--- src/inc/rcs_pkg.sv ---
`default_nettype none
package rcs_pkg;
    // ****************************************
    // timing
    // ****************************************
    localparam int CLK_HZ = 20_000_000;
    localparam int BAUD_RATE = 2400;
    localparam int REPORT_MS = 2000;
    // rounds down to 8333; the error is far inside serial tolerance
    localparam int BAUD_CYCLES = CLK_HZ / BAUD_RATE;
    localparam int REPORT_CYCLES = (CLK_HZ / 1000) * REPORT_MS;

    // ****************************************
    // serial frame and report layout
    // ****************************************
    localparam int DATA_BITS = 8;
    localparam int FRAME_BITS = DATA_BITS + 2;
    localparam int NUM_ALARMS = 2;
    localparam int LINE_MAX = 16;
    localparam logic [2:0] LAST_ITEM = 3'(2 + 2 * NUM_ALARMS);
    localparam logic [7:0] CHR_CR = 8'h0D;
    localparam logic [7:0] CHR_LF = 8'h0A;
    localparam logic [7:0] CHR_ZERO = 8'h30;
    localparam logic [7:0] CHR_SPACE = 8'h20;
    localparam logic [7:0] CHR_DASH = 8'h2D;

    // ****************************************
    // commands and reset values
    // ****************************************
    localparam logic [15:0] CMD_SPAN = 16'h6173;
    localparam logic [15:0] CMD_ZERO = 16'h617A;
    localparam logic [15:0] CMD_PAUSE = 16'h7374;
    localparam logic [1:0] CMD_LEN = 2'h2;
    localparam logic [1:0] CMD_OVER = 2'h3;
    localparam logic [3:0] RELAY_RESET = 4'h1;

    typedef enum logic [1:0] {RNG_LO, RNG_MED, RNG_HI, RNG_AIR} rcs_range_e;
    typedef enum logic [1:0] {CAL_ANALYZE, CAL_ZERO, CAL_SPAN} rcs_cal_e;
    typedef enum logic {GEN_IDLE, GEN_RUN} rcs_gen_e;

    typedef struct packed {
        logic sample;
        logic zero;
        logic span;
        logic exhaust;
    } rcs_valve_s;

    localparam rcs_valve_s VALVE_RESET = '{sample: 1'b1, zero: 1'b0, span: 1'b0, exhaust: 1'b0};

    typedef struct packed {
        logic [15:0] concBcd;
        logic unitPct;
        logic [11:0] spanBcd;
        logic [NUM_ALARMS-1:0] alarmOff;
        logic [NUM_ALARMS-1:0] alarmTrip;
    } rcs_status_s;

    typedef struct packed {
        logic [0:LINE_MAX-1][7:0] txt;
        logic [4:0] len;
    } rcs_line_s;
endpackage
`default_nettype wire

--- src/core/rcs_buf2.sv ---
`timescale 1ns/100ps
`default_nettype none
module rcs_buf2
    import rcs_pkg::*;
#(
    parameter int WIDTH = DATA_BITS
) (
    input wire logic clock,
    input wire logic rst_n,
    input wire logic clkEn,
    input wire logic [WIDTH-1:0] inData,
    input wire logic inValid,
    output logic inReady,
    output logic [WIDTH-1:0] outData,
    output logic outValid,
    input wire logic outReady
);
    localparam logic [1:0] FULL = 2'h2;
    logic [WIDTH-1:0] mem_reg [2];
    logic wrPtr_reg;
    logic rdPtr_reg;
    logic [1:0] count_reg;
    logic push;
    logic pop;

    // ****************************************
    // two-entry queue
    // ****************************************
    assign inReady = count_reg != FULL;
    assign outValid = count_reg != 2'h0;
    assign outData = mem_reg[rdPtr_reg];
    assign push = inValid && inReady && clkEn;
    assign pop = outValid && outReady && clkEn;

    // data words carry no reset, only the pointers and the count do
    always_ff @(posedge clock) begin
        if (push) begin
            mem_reg[wrPtr_reg] <= inData;
        end
    end

    always_ff @(posedge clock) begin
        if (!rst_n) begin
            wrPtr_reg <= 1'b0;
            rdPtr_reg <= 1'b0;
            count_reg <= 2'h0;
        end else begin
            if (push) begin
                wrPtr_reg <= ~wrPtr_reg;
            end
            if (pop) begin
                rdPtr_reg <= ~rdPtr_reg;
            end
            count_reg <= count_reg + {1'b0, push} - {1'b0, pop};
        end
    end
endmodule
`default_nettype wire

--- src/core/rcs_uart.sv ---
`timescale 1ns/100ps
`default_nettype none
module rcs_uart
    import rcs_pkg::*;
#(
    parameter int DIV = BAUD_CYCLES
) (
    input wire logic clock,
    input wire logic rst_n,
    input wire logic clkEn,
    input wire logic [7:0] txData,
    input wire logic txValid,
    output logic txReady,
    output logic txd,
    input wire logic rxd,
    output logic [7:0] rxData,
    output logic rxValid
);
    localparam int CW = $clog2(DIV + 1);
    localparam logic [CW-1:0] CNT_LAST = CW'(DIV - 1);
    localparam logic [CW-1:0] CNT_HALF = CW'(DIV / 2);
    localparam logic [3:0] NBITS = 4'(FRAME_BITS);
    logic [9:0] txShift_reg;
    logic [3:0] txBits_reg;
    logic [CW-1:0] txCnt_reg;
    logic [7:0] rxShift_reg;
    logic [3:0] rxBits_reg;
    logic [CW-1:0] rxCnt_reg;

    // ****************************************
    // transmitter, 8N1
    // ****************************************
    assign txReady = txBits_reg == 4'h0;

    // two trailing ones keep the line high after the stop bit
    always_ff @(posedge clock) begin
        if (!rst_n) begin
            txd <= 1'b1;
            txShift_reg <= 10'h3FF;
            txBits_reg <= 4'h0;
            txCnt_reg <= '0;
        end else if (clkEn) begin
            if (txBits_reg == 4'h0) begin
                if (txValid) begin
                    txd <= 1'b0;
                    txShift_reg <= {2'h3, txData};
                    txBits_reg <= NBITS;
                    txCnt_reg <= CNT_LAST;
                end
            end else if (txCnt_reg == '0) begin
                txd <= txShift_reg[0];
                txShift_reg <= {1'b1, txShift_reg[9:1]};
                txBits_reg <= txBits_reg - 4'h1;
                txCnt_reg <= CNT_LAST;
            end else begin
                txCnt_reg <= txCnt_reg - 1'b1;
            end
        end
    end

    // ****************************************
    // receiver, runs beside the transmitter
    // ****************************************
    // samples mid-bit; a start bit gone high again is a glitch
    always_ff @(posedge clock) begin
        if (!rst_n) begin
            rxBits_reg <= 4'h0;
            rxCnt_reg <= '0;
            rxShift_reg <= 8'h00;
            rxData <= 8'h00;
            rxValid <= 1'b0;
        end else if (clkEn) begin
            rxValid <= 1'b0;
            if (rxBits_reg == 4'h0) begin
                if (!rxd) begin
                    rxBits_reg <= NBITS;
                    rxCnt_reg <= CNT_HALF;
                end
            end else if (rxCnt_reg == '0) begin
                rxCnt_reg <= CNT_LAST;
                rxBits_reg <= rxBits_reg - 4'h1;
                if (rxBits_reg == NBITS && rxd) begin
                    rxBits_reg <= 4'h0;
                end else if (rxBits_reg == 4'h1) begin
                    rxValid <= rxd;
                    rxData <= rxShift_reg;
                end else if (rxBits_reg != NBITS) begin
                    rxShift_reg <= {rxd, rxShift_reg[7:1]};
                end
            end else begin
                rxCnt_reg <= rxCnt_reg - 1'b1;
            end
        end
    end
endmodule
`default_nettype wire

--- src/core/rcs_port.sv ---
`timescale 1ns/100ps
`default_nettype none
// Notes on behaviour
// controller checks busy contact open, then holds zero request until it closes.
// controller drops zero request once the busy contact closes.
// after reopen, controller holds span request until contact closes, then drops it.
// busy contact reopens when calibration ends; back to analysing.
// exactly one of four range relays on: low, medium, high, air-cal.
// sample, zero, span and exhaust valve outputs follow the calibration mode.
// a status report goes out every 2 seconds while reports are enabled.
// report order: concentration, range, span, disabled alarms, tripped alarms.
// every report item ends with carriage return then line feed.
// alarm items name the alarm number, tagged DISABLED or ON.
// autospan command plus enter starts span calibration at once.
// autozero command plus enter starts zero calibration at once.
// each pause-toggle command plus enter stops or restarts periodic reports.
// serial link runs 2400 baud, 8 data bits, no parity, 1 stop bit.
// reception runs fully independent of and concurrent with transmission.
// busy contact stays closed through the whole zero or span calibration.
// requests during calibration are ignored, not stored; sampled only while analysing.
// a request still held when calibration ends runs it again.
// collect characters to carriage return; run only the three commands, drop others.
// a new report starts only after the previous one is fully handed to the two-entry byte queue; up to 3 of its bytes may still be unsent.
module rcs_port
    import rcs_pkg::*;
#(
    parameter int BAUD_DIV = BAUD_CYCLES,
    parameter int REPORT_DIV = REPORT_CYCLES
) (
    input wire logic clock,
    input wire logic rst_n,
    input wire logic clkEn,
    input wire logic zeroReq,
    input wire logic spanReq,
    input wire logic calDone,
    input wire logic [1:0] rangeSel,
    input wire rcs_status_s status,
    input wire logic rxd,
    output logic txd,
    output logic calBusy,
    output logic [3:0] rangeRelay,
    output rcs_valve_s valves
);
    localparam int RW = $clog2(REPORT_DIV + 1);
    localparam logic [RW-1:0] REP_LAST = RW'(REPORT_DIV - 1);

    rcs_cal_e calState_reg;
    rcs_cal_e calNext;
    logic calBusy_reg;
    rcs_valve_s valves_reg;
    logic [3:0] rangeRelay_reg;
    logic [15:0] rxChars_reg;
    logic [1:0] rxCount_reg;
    logic cmdZero_reg;
    logic cmdSpan_reg;
    logic cmdPause_reg;
    logic reportEn_reg;
    logic [RW-1:0] repCnt_reg;
    logic tickPending_reg;
    rcs_gen_e genState_reg;
    logic [2:0] genItem_reg;
    logic [4:0] genIdx_reg;
    rcs_status_s snap_reg;
    rcs_range_e rangeSnap_reg;
    rcs_line_s curLine;
    logic pushValid;
    logic [7:0] pushData;
    logic bufInReady;
    logic [7:0] bufData;
    logic bufValid;
    logic txReady;
    logic [7:0] rxData;
    logic rxValid;
    logic prevCr_reg;

    assign calBusy = calBusy_reg;
    assign valves = valves_reg;
    assign rangeRelay = rangeRelay_reg;

    // ****************************************
    // calibration sequencing
    // ****************************************
    // requests are looked at only in analyse, so nothing is queued
    always_comb begin
        calNext = calState_reg;
        unique case (calState_reg)
            CAL_ANALYZE: begin
                if (zeroReq || cmdZero_reg) begin
                    calNext = CAL_ZERO; // see R12 see R17
                end else if (spanReq || cmdSpan_reg) begin
                    calNext = CAL_SPAN;
                end
            end
            CAL_ZERO, CAL_SPAN: begin
                if (calDone) begin
                    calNext = CAL_ANALYZE;
                end
            end
            default: calNext = CAL_ANALYZE;
        endcase
    end

    // contact and valves follow the next state so they stay in step
    always_ff @(posedge clock) begin
        if (!rst_n) begin
            calState_reg <= CAL_ANALYZE;
            calBusy_reg <= 1'b0;
            valves_reg <= VALVE_RESET;
        end else if (clkEn) begin
            calState_reg <= calNext;
            calBusy_reg <= calNext != CAL_ANALYZE;
            valves_reg.sample <= calNext == CAL_ANALYZE;
            valves_reg.zero <= calNext == CAL_ZERO;
            valves_reg.span <= calNext == CAL_SPAN;
            valves_reg.exhaust <= calNext != CAL_ANALYZE;
        end
    end

    // ****************************************
    // range indicator relays
    // ****************************************
    always_ff @(posedge clock) begin
        if (!rst_n) begin
            rangeRelay_reg <= RELAY_RESET;
        end else if (clkEn) begin
            rangeRelay_reg <= RELAY_RESET << rangeSel;
        end
    end

    // ****************************************
    // command line parser
    // ****************************************
    // an overlong line saturates the count and is dropped at enter
    always_ff @(posedge clock) begin
        if (!rst_n) begin
            rxChars_reg <= 16'h0000;
            rxCount_reg <= 2'h0;
            cmdZero_reg <= 1'b0;
            cmdSpan_reg <= 1'b0;
            cmdPause_reg <= 1'b0;
        end else if (clkEn) begin
            cmdZero_reg <= 1'b0;
            cmdSpan_reg <= 1'b0;
            cmdPause_reg <= 1'b0;
            if (rxValid) begin
                if (rxData == CHR_CR) begin
                    rxCount_reg <= 2'h0;
                    if (rxCount_reg == CMD_LEN) begin
                        cmdZero_reg <= rxChars_reg == CMD_ZERO;
                        cmdSpan_reg <= rxChars_reg == CMD_SPAN;
                        cmdPause_reg <= rxChars_reg == CMD_PAUSE;
                    end
                end else if (rxData != CHR_LF) begin
                    rxChars_reg <= {rxChars_reg[7:0], rxData};
                    if (rxCount_reg != CMD_OVER) begin
                        rxCount_reg <= rxCount_reg + 2'h1;
                    end
                end
            end
        end
    end

    // ****************************************
    // report timer and pause
    // ****************************************
    always_ff @(posedge clock) begin
        if (!rst_n) begin
            reportEn_reg <= 1'b1;
        end else if (clkEn && cmdPause_reg) begin
            reportEn_reg <= ~reportEn_reg;
        end
    end

    // a pending tick waits for the generator; pause drops it
    always_ff @(posedge clock) begin
        if (!rst_n) begin
            repCnt_reg <= '0;
            tickPending_reg <= 1'b0;
        end else if (clkEn) begin
            if (!reportEn_reg || genState_reg == GEN_IDLE) begin
                tickPending_reg <= 1'b0;
            end
            if (repCnt_reg == REP_LAST) begin
                repCnt_reg <= '0;
                if (reportEn_reg) begin
                    tickPending_reg <= 1'b1;
                end
            end else begin
                repCnt_reg <= repCnt_reg + 1'b1;
            end
        end
    end

    // ****************************************
    // report text
    // ****************************************
    function automatic rcs_line_s lineOf(input logic [2:0] item, input rcs_status_s s, input rcs_range_e r);
        rcs_line_s l;
        int n;
        int a;
        l = '0;
        n = 0;
        a = int'(item) - 3;
        if (item == 3'h0) begin
            for (int i = 0; i < 4; i++) begin
                l.txt[i] = CHR_ZERO + {4'h0, s.concBcd[15-4*i -: 4]};
            end
            l.txt[4] = CHR_SPACE;
            if (s.unitPct) begin
                l.txt[5] = "%";
                n = 6;
            end else begin
                l.txt[5:7] = "PPM";
                n = 8;
            end
        end else if (item == 3'h1) begin
            unique case (r)
                RNG_LO: begin l.txt[0:1] = "LO"; n = 2; end
                RNG_MED: begin l.txt[0:2] = "MED"; n = 3; end
                RNG_HI: begin l.txt[0:1] = "HI"; n = 2; end
                RNG_AIR: begin l.txt[0:2] = "AIR"; n = 3; end
            endcase
        end else if (item == 3'h2) begin
            l.txt[0] = CHR_ZERO;
            l.txt[1] = CHR_DASH;
            for (int i = 0; i < 3; i++) begin
                l.txt[2+i] = CHR_ZERO + {4'h0, s.spanBcd[11-4*i -: 4]};
            end
            n = 5;
        end else if (a < NUM_ALARMS ? s.alarmOff[a] : s.alarmTrip[a-NUM_ALARMS]) begin

            l.txt[0:2] = "AL-";
            l.txt[3] = CHR_ZERO + 8'(a % NUM_ALARMS + 1);
            if (a < NUM_ALARMS) begin
                l.txt[4:12] = " DISABLED";
                n = 13;
            end else begin
                l.txt[4:6] = " ON";
                n = 7;
            end
        end
        if (n != 0) begin
            l.txt[n] = CHR_CR;
            l.txt[n+1] = CHR_LF;
            l.len = 5'(n + 2);
        end
        return l;
    endfunction

    // item order fixed by the item counter
    always_comb begin
        curLine = lineOf(genItem_reg, snap_reg, rangeSnap_reg);
        pushValid = genState_reg == GEN_RUN && genIdx_reg < curLine.len;
        pushData = curLine.txt[genIdx_reg[3:0]];
    end

    // snapshot at start keeps one report self-consistent
    always_ff @(posedge clock) begin
        if (!rst_n) begin
            genState_reg <= GEN_IDLE;
            genItem_reg <= 3'h0;
            genIdx_reg <= 5'h00;
            snap_reg <= '0;
            rangeSnap_reg <= RNG_LO;
        end else if (clkEn) begin
            unique case (genState_reg)
                GEN_IDLE: begin
                    if (tickPending_reg) begin
                        genState_reg <= GEN_RUN;
                        genItem_reg <= 3'h0;
                        genIdx_reg <= 5'h00;
                        snap_reg <= status;
                        rangeSnap_reg <= rcs_range_e'(rangeSel);
                    end
                end
                GEN_RUN: begin
                    if (pushValid) begin
                        if (bufInReady) begin
                            genIdx_reg <= genIdx_reg + 5'h01;
                        end
                    end else if (genItem_reg == LAST_ITEM) begin
                        genState_reg <= GEN_IDLE;
                    end else begin
                        genItem_reg <= genItem_reg + 3'h1;
                        genIdx_reg <= 5'h00;
                    end
                end
            endcase
        end
    end

    // ****************************************
    // byte path and serial port
    // ****************************************
    rcs_buf2 #(.WIDTH(DATA_BITS)) u_buf (
        .clock(clock),
        .rst_n(rst_n),
        .clkEn(clkEn),
        .inData(pushData),
        .inValid(pushValid),
        .inReady(bufInReady),
        .outData(bufData),
        .outValid(bufValid),
        .outReady(txReady)
    );

    // see R14
    rcs_uart #(.DIV(BAUD_DIV)) u_uart (
        .clock(clock),
        .rst_n(rst_n),
        .clkEn(clkEn),
        .txData(bufData),
        .txValid(bufValid),
        .txReady(txReady),
        .txd(txd),
        .rxd(rxd),
        .rxData(rxData),
        .rxValid(rxValid)
    );

    // ****************************************
    // checks
    // ****************************************
    always_ff @(posedge clock) begin
        if (!rst_n) begin
            prevCr_reg <= 1'b0;
        end else if (clkEn && pushValid && bufInReady) begin
            prevCr_reg <= pushData == CHR_CR;
        end
    end
endmodule
`default_nettype wire

--- config.mk ---
export PLATFORM = sky130hd
export DESIGN_NAME = rcs_port
export DESIGN_NICKNAME = d
export VERILOG_FILES = /design/src/inc/rcs_pkg.sv /design/src/core/rcs_buf2.sv /design/src/core/rcs_uart.sv /design/src/core/rcs_port.sv
export SDC_FILE = /design/constraint.sdc
export NUM_CORES = 1
export LEC_CHECK = 0
export ABC_AREA = 1
export BUFFER_PORTS_ARGS = -buffer_cell sky130_fd_sc_hd__buf_2
export CAP_MARGIN = 30
export CORE_ASPECT_RATIO = 0.9
export CORE_UTILIZATION = 61
export CTS_CLUSTER_DIAMETER = 50
export DETAILED_ROUTE_END_ITERATION = 7
export PLACE_DENSITY = 0.76
export SYNTH_ARGS = -nofsm -noshare
export SYNTH_HDL_FRONTEND = slang
export SYNTH_SLANG_ARGS = --single-unit
export TNS_END_PERCENT = 5
--- constraint.sdc ---
create_clock -name clock -period 4.3 [get_ports clock]
set_clock_uncertainty 0.2 [all_clocks]
set_input_delay 0.43 -clock clock [delete_from_list [all_inputs] [get_ports clock]]
set_output_delay 0.43 -clock clock [all_outputs]
set_load 0.03 [all_outputs]
* Word level (Yosys, flattened, before mapping)
Memories as Yosys holds them, arrays and structs flattened. A register that Yosys moved wholly into a read port is not among the register bits. Cells that the tools add are included. W data, S select, Z words.
Word-level totals: register bits after elaboration 171, memory bits (writable) 16, input bits 42, output and inout port bits 10, word-level logic and storage cells 253, memories kept 1
Operators by class: add/sub/neg operators 23, magnitude comparators 9, eq/ne operators 29, shift operators 1, mux-type cells 95, bitwise logic cells 18, reduce and logical (&&, ||, !) cells 42
Memory list:
- u_buf.mem_reg | words 2, bits a word 8, read ports 1, clocked after memory_dff 1, write ports 1, RTL line rcs_buf2.sv:19 | logic [WIDTH-1:0] mem_reg [2];
Operator list (count):
- $mux W133 | 1
- $mux W32 | 4
- $mux W64 | 2
- $mux W103 | 1
- $and A96 B96 Y96 | 1
- $not A96 Y96 | 1
- $mux W14 | 6
- $and A80 B80 Y80 | 1
- $mux W80 | 1
- $not A80 Y80 | 1
- $demux W8 S4 | 2
- $ge A32 B5 Y1 const B | 2
- $lt A32 B1 Y1 const B | 2
- $not A32 Y32 | 2
- $pmux W16 S4 | 1
- $pmux W32 S2 | 1
- $add A6 B4 Y7 const A | 7
- $eq A16 B15 Y1 const B | 3
- $or A48 B48 Y48 | 1
- $mux W47 | 1
- $mux W40 | 1
- $mux W39 | 1
- $mux W4 | 9
- $mux W1 | 33
- 69 further kinds | 132

* Logic depth before layout (Yosys ltp)
Gate-level depths: netlist (run 1).
depth after elaboration 25, depth in mapped cells 26, gate-level depth less buffers 26

* By module
From an unflattened synthesis (run 1), not the netlist that was laid out.
Second synthesis, totals: cell total of the unflattened synthesis 1421, area total of the unflattened synthesis 9804.4 µm²
Modules (own cells, without submodules):
- rcs_port | times used 1, cells an instance 868, area an instance 5728.0 µm², sequential area each 2062.0 µm²
- rcs_uart | times used 1, cells an instance 488, area an instance 3204.3 µm², sequential area each 1241.2 µm²
- rcs_buf2 | times used 1, cells an instance 65, area an instance 872.1 µm², sequential area each 580.6 µm²

* Worst setup path after synthesis (run 1)
OpenSTA, ideal clock, no wires.
path type flip-flop to flip-flop, start point reg genItem_reg[0], end point mem u_buf.mem_reg[1][0] in the netlist's numbering, enable pin, setup time 368 ps, arrival time 3181 ps, path slack 552 ps, cell stages (with the launch flop) 20, buffers on the path 1, clock period less this slack 3748 ps, cells stage by stage dfxtp_1 > inv_1 > ha_1 > inv_1 > nor2_4 > inv_2 > buf_4 > nor2_4 > a21oi_2 > nor3_1 > inv_1 > nand2_1 > ha_1 > a21oi_1 > nor2_1 > a211oi_1 > nand3_1 > inv_2 > nand2_1 > nor2_1
On the way: word-level cells in the longest chain between the ends 18
Ends and longest elaborated chain:
- from (decl) | RTL line rcs_port.sv:61 | logic [2:0] genItem_reg;
- from (signal assigned) | RTL line rcs_port.sv:284 | genItem_reg <= genItem_reg + 3'h1;
- $sub A3 B2 Y4 | RTL line rcs_port.sv:203 | a = int'(item) - 3;
- $sub A4 B3 Y5 | RTL line rcs_port.sv:230 | end else if (a < NUM_ALARMS ? s.alarmOff[a] : s.alarmTrip[a-NUM_ALARMS]) begin
- $mux W1 (implied by the code) (3 in a row) | RTL line rcs_port.sv:230
- $mux W1 | RTL line rcs_port.sv:230
- $mux W32 | RTL line rcs_port.sv:230
- $mux W32 | RTL line rcs_port.sv:223 | end else if (item == 3'h2) begin
- $mux W32 | RTL line rcs_port.sv:216 | end else if (item == 3'h1) begin
- $mux W32 (*) | RTL line rcs_port.sv:204 | if (item == 3'h0) begin
- $add A5 B3 Y5 or $reduce_bool A32 Y1 (tied branches) | RTL line rcs_port.sv:245, rcs_port.sv:242
- $mux W133 (*) | RTL line rcs_port.sv:242 | if (n != 0) begin
- $lt A5 B5 Y1 (*) | RTL line rcs_port.sv:253 | pushValid = genState_reg == GEN_RUN && genIdx_reg < curLine.len;
- $logic_and A1 B1 Y1 (*) | RTL line rcs_port.sv:253
- $logic_and A1 B1 Y1 (*) (2 in a row) | RTL line rcs_buf2.sv:32 | assign push = inValid && inReady && clkEn;
- $mux W1 (*) | RTL line rcs_buf2.sv:37 | if (push) begin
- $mux W1 (implied by the code) (*) | RTL line rcs_buf2.sv:38 | mem_reg[wrPtr_reg] <= inData;
- to (decl) | RTL line rcs_buf2.sv:19
Mark *: on every way between the ends. The rest lies on a longest branch, timed or not. The select of a mux whose other input is x is not followed.

* Final worst setup path (run 1)
start point reg genItem_reg[0], end point reg u_buf.count_reg[1]
On the way: word-level cells in the longest chain between the ends 18
Ends and longest elaborated chain:
- $sub A3 B2 Y4 | RTL line rcs_port.sv:203
- $sub A4 B3 Y5 | RTL line rcs_port.sv:230
- $mux W1 (implied by the code) (3 in a row) | RTL line rcs_port.sv:230
- $mux W1 | RTL line rcs_port.sv:230
- $mux W32 | RTL line rcs_port.sv:230
- $mux W32 | RTL line rcs_port.sv:223
- $mux W32 | RTL line rcs_port.sv:216
- $mux W32 (*) | RTL line rcs_port.sv:204
- $add A5 B3 Y5 or $reduce_bool A32 Y1 (tied branches) | RTL line rcs_port.sv:245, rcs_port.sv:242
- $mux W133 (*) | RTL line rcs_port.sv:242
- $lt A5 B5 Y1 (*) | RTL line rcs_port.sv:253
- $logic_and A1 B1 Y1 (*) | RTL line rcs_port.sv:253
- $logic_and A1 B1 Y1 (*) (2 in a row) | RTL line rcs_buf2.sv:32
- $add A2 B1 Y2 (*) | RTL line rcs_buf2.sv:54 | count_reg <= count_reg + {1'b0, push} - {1'b0, pop};
- $sub A2 B1 Y2 (*) | RTL line rcs_buf2.sv:54
- to (signal assigned) | RTL line rcs_buf2.sv:54
- to (decl) | RTL line rcs_buf2.sv:22 | logic [1:0] count_reg;
Marked as above. A chain may end at the register's enable or synchronous reset.

==> results of run 1 <==
-- cell usage after synthesis, drive strengths merged --
| cell type | number | area, sq um |
|---|---|---|
| clkbuf | 36 | 135.1 |
| nor3b | 3 | 22.52 |
| nand4 | 14 | 87.58 |
| a211oi | 15 | 112.6 |
| conb | 1 | 3.750 |
| a221o | 1 | 10.01 |
| nor2 | 212 | 818.3 |
| o21a | 3 | 22.52 |
| nor3 | 39 | 227.7 |
| o221ai | 1 | 8.760 |
| a21o | 2 | 15.01 |
| a21boi | 3 | 22.52 |
| ha | 24 | 300.3 |
| xnor2 | 8 | 70.07 |
| o211ai | 20 | 150.1 |
| o2111ai | 2 | 17.52 |
| nand3 | 71 | 375.4 |
| xor2 | 15 | 131.4 |
| o221a | 1 | 11.26 |
| or2 | 4 | 25.02 |
| a311oi | 2 | 17.52 |
| o21ai | 116 | 584.3 |
| o22ai | 5 | 31.28 |
| o311ai | 1 | 8.760 |
| or3 | 1 | 6.260 |
| nor4 | 10 | 62.56 |
| nor4b | 1 | 8.760 |
| inv | 156 | 585.6 |
| a221oi | 5 | 43.79 |
| edfxtp | 14 | 420.4 |
| a31oi | 5 | 31.28 |
| dfxtp | 170 | 3403 |
| a21oi | 90 | 457.9 |
| nand3b | 1 | 7.510 |
| o31ai | 5 | 37.54 |
| buf | 11 | 53.80 |
| a22oi | 3 | 22.52 |
| clkinv | 4 | 15.01 |
| nand2 | 248 | 948.4 |
-- worst paths after layout --
kind	to	cells past startpoint	start	slack [ns]
min	snap_reg[22]$_SDFFE_PN0P_	3	status[22]	0.05
max	u_buf.count_reg[1]$_SDFF_PN0_	25	genItem_reg[0]$_SDFFE_PN0P_	0.43
min reg2reg	repCnt_reg[20]$_SDFFE_PN0P_	1	repCnt_reg[20]$_SDFFE_PN0P_	0.26
max reg2reg	u_buf.count_reg[1]$_SDFF_PN0_	25	genItem_reg[0]$_SDFFE_PN0P_	0.43
-- where the power goes --
part / switching [mW] / total [mW] / internal [mW] / leakage, nW
Combinational: 0.705 / 1.10 / 0.399 / 2.59
Clock: 0.684 / 1.68 / 0.994 / 0.301
Sequential: 0.130 / 2.04 / 1.91 / 1.51
-- layout make-up --
cell class	count	area (sq um)
fillers	1288	4434
clock inverters	14	195.2
flip-flops and latches	184	3824
well taps	198	247.7
clock buffers	18	439.2
multi-input cells	932	4718
inverters	160	600.6
repair buffers	65	360.3
-- routing by layer --
layer	global-route usage (%)	up-vias	wire, microns	share of wire (%)
met2	45.50	254	9777	45
met4	8.190	0	430	2.0
met1	39.26	3894	10520	48
met3	5.194	43	1051	4.8
met5	0	-	0	0
li1	-	4438	-	-
-- critical path, stage by stage (launching register included) --
cell and delay (ns):
dfxtp_1 0.31, inv_1 0.18, ha_1 0.24, inv_1 0.09, nor2_4 0.15, inv_2 0.12, nand2_1 0.12, inv_2 0.08
a21oi_1 0.27, inv_1 0.08, ha_1 0.24, inv_1 0.07, nand2_1 0.05, nand3_1 0.08, ha_1 0.22, nand2_1 0.08
nor2_1 0.06, a211oi_2 0.18, nand3_1 0.14, inv_2 0.10, nand2_1 0.08, inv_1 0.07, ha_1 0.15, xor2_1 0.16
o21ai_0 0.09, a21oi_1 0.16
-- metrics by stage --
step | hold slack [ns] | util, %
detailed placement | 0.2481 | 65.53
CTS | 0.03876 | 69.81
finish | 0.04553 | 70.08
global placement | 0.2358 | 65.53
floorplan | 0.2220 | -
global route | 0.05198 | 70.08
-- cell families (layout without fill, tap and decap cells) --
logic type | Yosys count | after routing
compound gates | 280 | 280
xor+xnor | 23 | 23
fa+ha+maj | 24 | 24
buf+inv | 207 | 257
flops | 184 | 184
other cells | 1 | 1
simple gates | 604 | 604
-- placed cells by master, fill, tap and decap left out, drive strengths merged, types with 4 or more instances in the layout --
| cell | Yosys | routed |
|---|---|---|
| nand2 | 248 | 248 |
| nor2 | 212 | 212 |
| dfxtp | 170 | 170 |
| inv | 156 | 160 |
| o21ai | 116 | 116 |
| a21oi | 90 | 90 |
| nand3 | 71 | 71 |
| buf | 11 | 65 |
| nor3 | 39 | 39 |
| ha | 24 | 24 |
| o211ai | 20 | 20 |
| clkbuf | 36 | 18 |
| xor2 | 15 | 15 |
| a211oi | 15 | 15 |
| nand4 | 14 | 14 |
| edfxtp | 14 | 14 |
| nor4 | 10 | 10 |
| xnor2 | 8 | 8 |
| clkinv | 4 | 6 |
| o31ai | 5 | 5 |
| o22ai | 5 | 5 |
| a221oi | 5 | 5 |
| a31oi | 5 | 5 |
| or2 | 4 | 4 |
| clkinvlp | 0 | 4 |
| bufinv | 0 | 4 |
-- timing repair --
| action | CTS | global route |
|---|---|---|
| resized for setup | 0 | 3 |
| hold buffers | 0 | 0 |
| endpoints found under the hold margin | 0 | 0 |
| buffers inserted | 0 | 3 |
| setup endpoints to repair | 0 | 26 |
==> metrics.txt, run 1 <==
status finished, final reports clean; worst skew pair latency 0.43 ns; htree depth 4; share of cells above drive strength 1 9.978%; Pre-antenna DRT Iters 5; Final period util 90.00%; final net count 1426; Worst slew margin 35.71%; DP Area 9711 sq um; Worst IR Drop VDD 388.6 uV; first-pass GRT wire length 36.42 mm; largest net degree at the start of global routing 87; adder-cell share of the synthesized area 3.224%; via count 8629; GPL Wtd Cong 0.9723; core area 14820 sq um; final count of negative-setup-slack endpoints 0; CP arrival 4.03 ns; CTS Sinks 184; post-synthesis compound-gate area fraction 17.24%; RSZ-0062 raised after global routing false; initial antenna violation count 0; 1st-iter DRT viols 631; final std cells w/o fill 1571; number of global-route vias before repair 7729; die extent in x 132.3 microns; die span in y 119.2 microns; die area 15770 sq um; Root Buffer clkbuf_16; Worst Setup Start Kind register; row count 42; Clock transition at path regs 0.07 ns; fmax 0.2584 GHz; TritonCTS clock tree done; sequential share of the synthesized area 41.05%; multiplexer share of the synthesized area 0%; design area 10390 sq um; routed length per instance 13.87 microns; total congestion overflow 0; Synth Area in Simple Gates 27.81%; CTS Buf Count 17; Final Hold Vio Count 0; I/O pin cnt 52; Mapped Cells 1323; final WL 21.78 mm; Setup WS pre-CTS 0.07125 ns; required time worst endpoint 4.46 ns; dpl cells 1536; vias per cell 5.493; Inserted Diodes 0; Mapped Area 9314 sq um; Tot GR Track Use 28.42%; critical path class register to register; Post-Syn Nets 1389; Area Growth Syn to Fin 11.50%; Largest register FFs 33; Hold/Removal Path Class primary input to register; YS warnings 0; syn_area_per_cell 7.040 sq um; DRC 0; Synth Area in XOR/XNOR 2.163%; DP Wirelength 15.05 mm; P per Cell Area 464.4 nW/um^2; TNS Setup 0 ns; initial core utilization 62.85%; distinct cell type count after synthesis 51; Crit Path Max Fanout 11; Final min period 3.870 ns; Final WS setup 0.4298 ns; main combinational cell family by area after synthesis simple AND/OR/NAND/NOR gates; total power 4.823 mW; #FFs+latches synth 184; Tightest Pin Transition 0.9620 ns; Crit. End Element register; final slew viol count 0; Max Buffers Root-to-Sink 2; PortBufs 51; Pleak 4.405 nW; Max-Cap Viols 0; Routed Antenna Nets 0
No activity file was read; power rests on OpenSTA's default activity.
==> run 2, diff against run 1 <==
--- a/config.mk
+++ b/config.mk
@@ -9,11 +9,13 @@
 export BUFFER_PORTS_ARGS = -buffer_cell sky130_fd_sc_hd__buf_2
 export CAP_MARGIN = 30
 export CORE_ASPECT_RATIO = 0.9
-export CORE_UTILIZATION = 61
+export CORE_UTILIZATION = 62
 export CTS_CLUSTER_DIAMETER = 50
 export DETAILED_ROUTE_END_ITERATION = 7
-export PLACE_DENSITY = 0.76
+export MAX_ROUTING_LAYER = met4
+export PLACE_DENSITY = 0.77
 export SYNTH_ARGS = -nofsm -noshare
 export SYNTH_HDL_FRONTEND = slang
+export SYNTH_HIERARCHICAL = 1
 export SYNTH_SLANG_ARGS = --single-unit
 export TNS_END_PERCENT = 5
==> constraint.sdc (replaced) <==
create_clock -name clock -period 4.3 [get_ports clock]
set_clock_uncertainty 0.2 [all_clocks]
set_input_delay 0.43 -clock clock [delete_from_list [all_inputs] [get_ports clock]]
set_output_delay 0.43 -clock clock [all_outputs]
set_load 0.1 [all_outputs]
==> run 2 against run 1 <==
Compared with the run above: utilization is 1.2 points higher; global-route usage up 0.82 points; critical path depth increased by 3; sequential share of layout area shrank 1.5 points; combinational power grew 75%; non-clock buffer count grew 6; first-iteration DRC count increased by 37%; setup slack lost 0.11 ns; register-to-register slack lost 0.11 ns; total power rose by 19%; sequential power up 2%; final cell count increased by 6.9%; critical path type unchanged.
==> metrics.txt, run 2 <==
status finished, final reports clean (unchanged); first-pass GRT wire length 37.34 mm (was 36.42 mm); row count 43 (was 42); required time worst endpoint 4.42 ns (was 4.46 ns); slowest cell on the critical path dfxtp_4 (was dfxtp_1); ys async rst share 0% (unchanged); Worst Reg-to-Reg Cells 28 (was 25); Worst IR Drop VDD 500.5 uV (was 388.6 uV); Pleak 4.700 nW (was 4.405 nW); Worst slew margin 46.13% (was 35.71%); largest area contributor in the netlist dfxtp_1 (unchanged); sequential share of the synthesized area 39.61% (was 41.05%); commonest cells in the netlist nand2_1 (330), nor2_1 (219), dfxtp_1 (170) (was nand2_1 (241), nor2_1 (207), dfxtp_1 (170)); Area Growth Syn to Fin 12.24% (was 11.50%); largest net degree at the start of global routing 61 (was 87); CP arrival 4.11 ns (was 4.03 ns); Largest register FFs 33 (unchanged); critical path class register to register (unchanged); Max-Cap Viols 0 (unchanged); CP dominant cell by count inv_2 (was inv_1); Routed Antenna Nets 0 (unchanged); share of cells above drive strength 1 12.52% (was 9.978%); routed length per instance 13.48 microns (was 13.87 microns); final WL 22.65 mm (was 21.78 mm); die span in y 121.3 microns (was 119.2 microns); Final WS setup 0.3163 ns (was 0.4298 ns); EDFF count, synth 16 (was 14); total congestion overflow 0 (unchanged); Inserted Diodes 0 (unchanged); Worst path max stage delay 0.37 ns (was 0.31 ns); Mapped Area 9804 sq um (was 9314 sq um); Mapped Cells 1421 (was 1323); GRT met1 Usage 39.49% (was 39.26%); Crit Path Max Fanout 6 (was 11); Final Hold Vio Count 0 (unchanged); share of the synthesized area in the top cell type 34.71% (was 36.54%); 1st-iter DRT viols 866 (was 631); DP Area 10200 sq um (was 9711 sq um); initial core utilization 63.50% (was 62.85%); final net count 1530 (was 1426); design area 11000 sq um (was 10390 sq um); Worst R2R Setup Slack 0.32 ns (was 0.43 ns); commonest cells after routing, fill and taps aside nand2_1 (320), nor2_1 (219), dfxtp_1 (167) (was nand2_1 (241), nor2_1 (207), dfxtp_1 (170)); hold path endpoint snap_reg[4]$_SDFFE_PN0P_ (was snap_reg[22]$_SDFFE_PN0P_); Clock transition at path regs 0.07 ns (about the same); core area 15440 sq um (was 14820 sq um); met3 usage 4.887% (was 5.194%); Final min period 3.984 ns (was 3.870 ns); Tightest Pin Transition 0.7968 ns (was 0.9620 ns); CTS Sinks 186 (was 184); Crit. End Element register (unchanged); via count 9124 (was 8629); combinational power share 33.7% (was 22.9%); die extent in x 134.6 microns (was 132.3 microns); DP Wirelength 15.60 mm (was 15.05 mm); P per Cell Area 519.5 nW/um^2 (was 464.4 nW/um^2); Clock power frac 29.7% (was 34.8%); Reg power frac 36.6% (was 42.3%); die area 16320 sq um (was 15770 sq um); Tot GR Track Use 29.24% (was 28.42%); commonest non-fill, non-tap cell in the layout nand2_1 (unchanged); final count of negative-setup-slack endpoints 0 (unchanged); worst skew pair latency 0.43 ns (about the same); largest cells by area after synthesis dfxtp_1 (35%), nand2_1 (13%), nor2_1 (8.4%) (was dfxtp_1 (37%), nand2_1 (9.7%), nor2_1 (8.3%)); Max Buffers Root-to-Sink 2 (unchanged); Main synth FF type dfxtp_1 (unchanged); Hold Path Origin status[4] (was status[22]); distinct cell type count after synthesis 59 (was 51); GR Util met2 44.69% (was 45.50%); net switching power 2.165 mW (was 1.519 mW); PortBufs 51 (unchanged); TritonCTS clock tree done (unchanged); Root Buffer clkbuf_16 (unchanged); #FFs+latches synth 186 (was 184); Hold/Removal Path Class primary input to register (unchanged); CTS Buf Count 17 (unchanged); initial antenna violation count 0 (unchanged); hold depth 3 (unchanged); Setup WS pre-CTS 0.01246 ns (was 0.07125 ns); final slew viol count 0 (unchanged); DRC 0 (unchanged); Worst Setup Start Kind register (unchanged); vias per cell 5.431 (was 5.493); count leader, synth nand2_1 (unchanged); I/O pin cnt 52 (unchanged); number of global-route vias before repair 8016 (was 7729); final std cells w/o fill 1680 (was 1571); RR Startpoint genItem_reg[0]$_SDFFE_PN0P_ (unchanged); htree depth 4 (unchanged); dpl cells 1641 (was 1536); YS warnings 6 (was 0); Pre-antenna DRT Iters 6 (was 5); Sw Share 37.88% (was 31.50%); syn_area_per_cell 6.900 sq um (was 7.040 sq um); Final period util 92.64% (was 90.00%); fmax 0.2510 GHz (was 0.2584 GHz); busiest grt layer met2 (unchanged); Pint 3.551 mW (was 3.304 mW); fin util 71.27% (was 70.08%); GPL Wtd Cong 0.9544 (was 0.9723); worst r2r dst u_buf/count_reg[1]$_SDFF_PN0_ (was u_buf.count_reg[1]$_SDFF_PN0_)
run 2: layout make-up:
| cell class | instances | area, sq um |
|---|---|---|
| timing repair buffer | 71 | 420.4 |
| inverter | 152 | 570.5 |
| sequential | 186 | 3890 |
| multi-input combinational | 1037 | 5236 |
| tap | 202 | 252.7 |
| clock buffer | 18 | 429.2 |
| fill | 1289 | 4437 |
| clock inverter | 14 | 205.2 |
run 2: per-stage QoR:
| step | total power, mW | hold WS, ns | TNS, ns |
|---|---|---|---|
| global route | 6.111 | 0.03561 | -0.04242 |
| detailed placement | 3.986 | 0.2520 | 0 |
| CTS | 5.711 | 0.03677 | 0 |
| finish | 5.717 | 0.04223 | 0 |
| global placement | 3.959 | 0.2380 | 0 |
| floorplan | 3.661 | 0.2263 | 0 |
run 2: routing by layer:
metal  wire [microns]  part of all wire (%)  up-vias
met5                0                     0        -
met4              296                   1.3        0
met3             1414                   6.2       30
met2             9902                    44      306
met1            11040                    49     4058
li1                 -                     -     4730
run 2: worst max path at each step:
stage	from	end	slack [ns]	cells past startpoint
2_1_floorplan	genItem_reg[0]$_SDFFE_PN0P_	u_buf/count_reg[1]$_SDFF_PN0_	0.24	31
3_3_place_gp	genItem_reg[0]$_SDFFE_PN0P_	u_buf/count_reg[1]$_SDFF_PN0_	0.09	31
3_5_place_dp	genItem_reg[0]$_SDFFE_PN0P_	u_buf/count_reg[1]$_SDFF_PN0_	0.01	31
4_1_cts	genItem_reg[0]$_SDFFE_PN0P_	u_buf/count_reg[1]$_SDFF_PN0_	0.09	31
5_1_grt	genItem_reg[1]$_SDFFE_PN0P_	u_buf/count_reg[1]$_SDFF_PN0_	-0.04	28
6_report	genItem_reg[0]$_SDFFE_PN0P_	u_buf/count_reg[1]$_SDFF_PN0_	0.32	28
run 2: worst max-delay path: cells and delay by family (launching register included):
kind	cells	cell delay, ns
buffers and inverters	9	0.68
AOI/OAI and AO/OA	3	0.66
DFF	1	0.37
adders and majority gates	5	1.13
and+or+nand+nor	11	0.83
run 2: what timing repair did:
item	CTS	global route
endpoints found under the hold margin	1	0
hold buffers	1	0
cloned	0	0
pin swaps	0	8
setup buffers	0	5
setup endpoints to repair	1	2
resized for setup	1	30
run 2: cells by family (layout without fill, tap and decap cells):
group | Yosys count | count (layout) | synth area share (%)
AND/OR/NAND/NOR | 749 | 749 | 33.19
AO/OA/AOI/OAI | 233 | 233 | 13.11
buffers and inverters | 199 | 255 | 7.963
flip-flops | 186 | 186 | 39.61
adder cells (fa/ha/maj) | 23 | 23 | 2.935
XOR/XNOR | 20 | 20 | 1.787
multiplexers | 9 | 9 | 1.327
other | 2 | 3 | 0.07660
run 2: power by group through the flow:
stage,logic (mW),clock network [mW],registers [mW]
floorplan,1.51,0,2.15
global placement,1.84,0,2.12
detailed placement,1.86,0,2.12
CTS,1.90,1.72,2.09
global route,2.20,1.80,2.12
finish,1.93,1.70,2.09
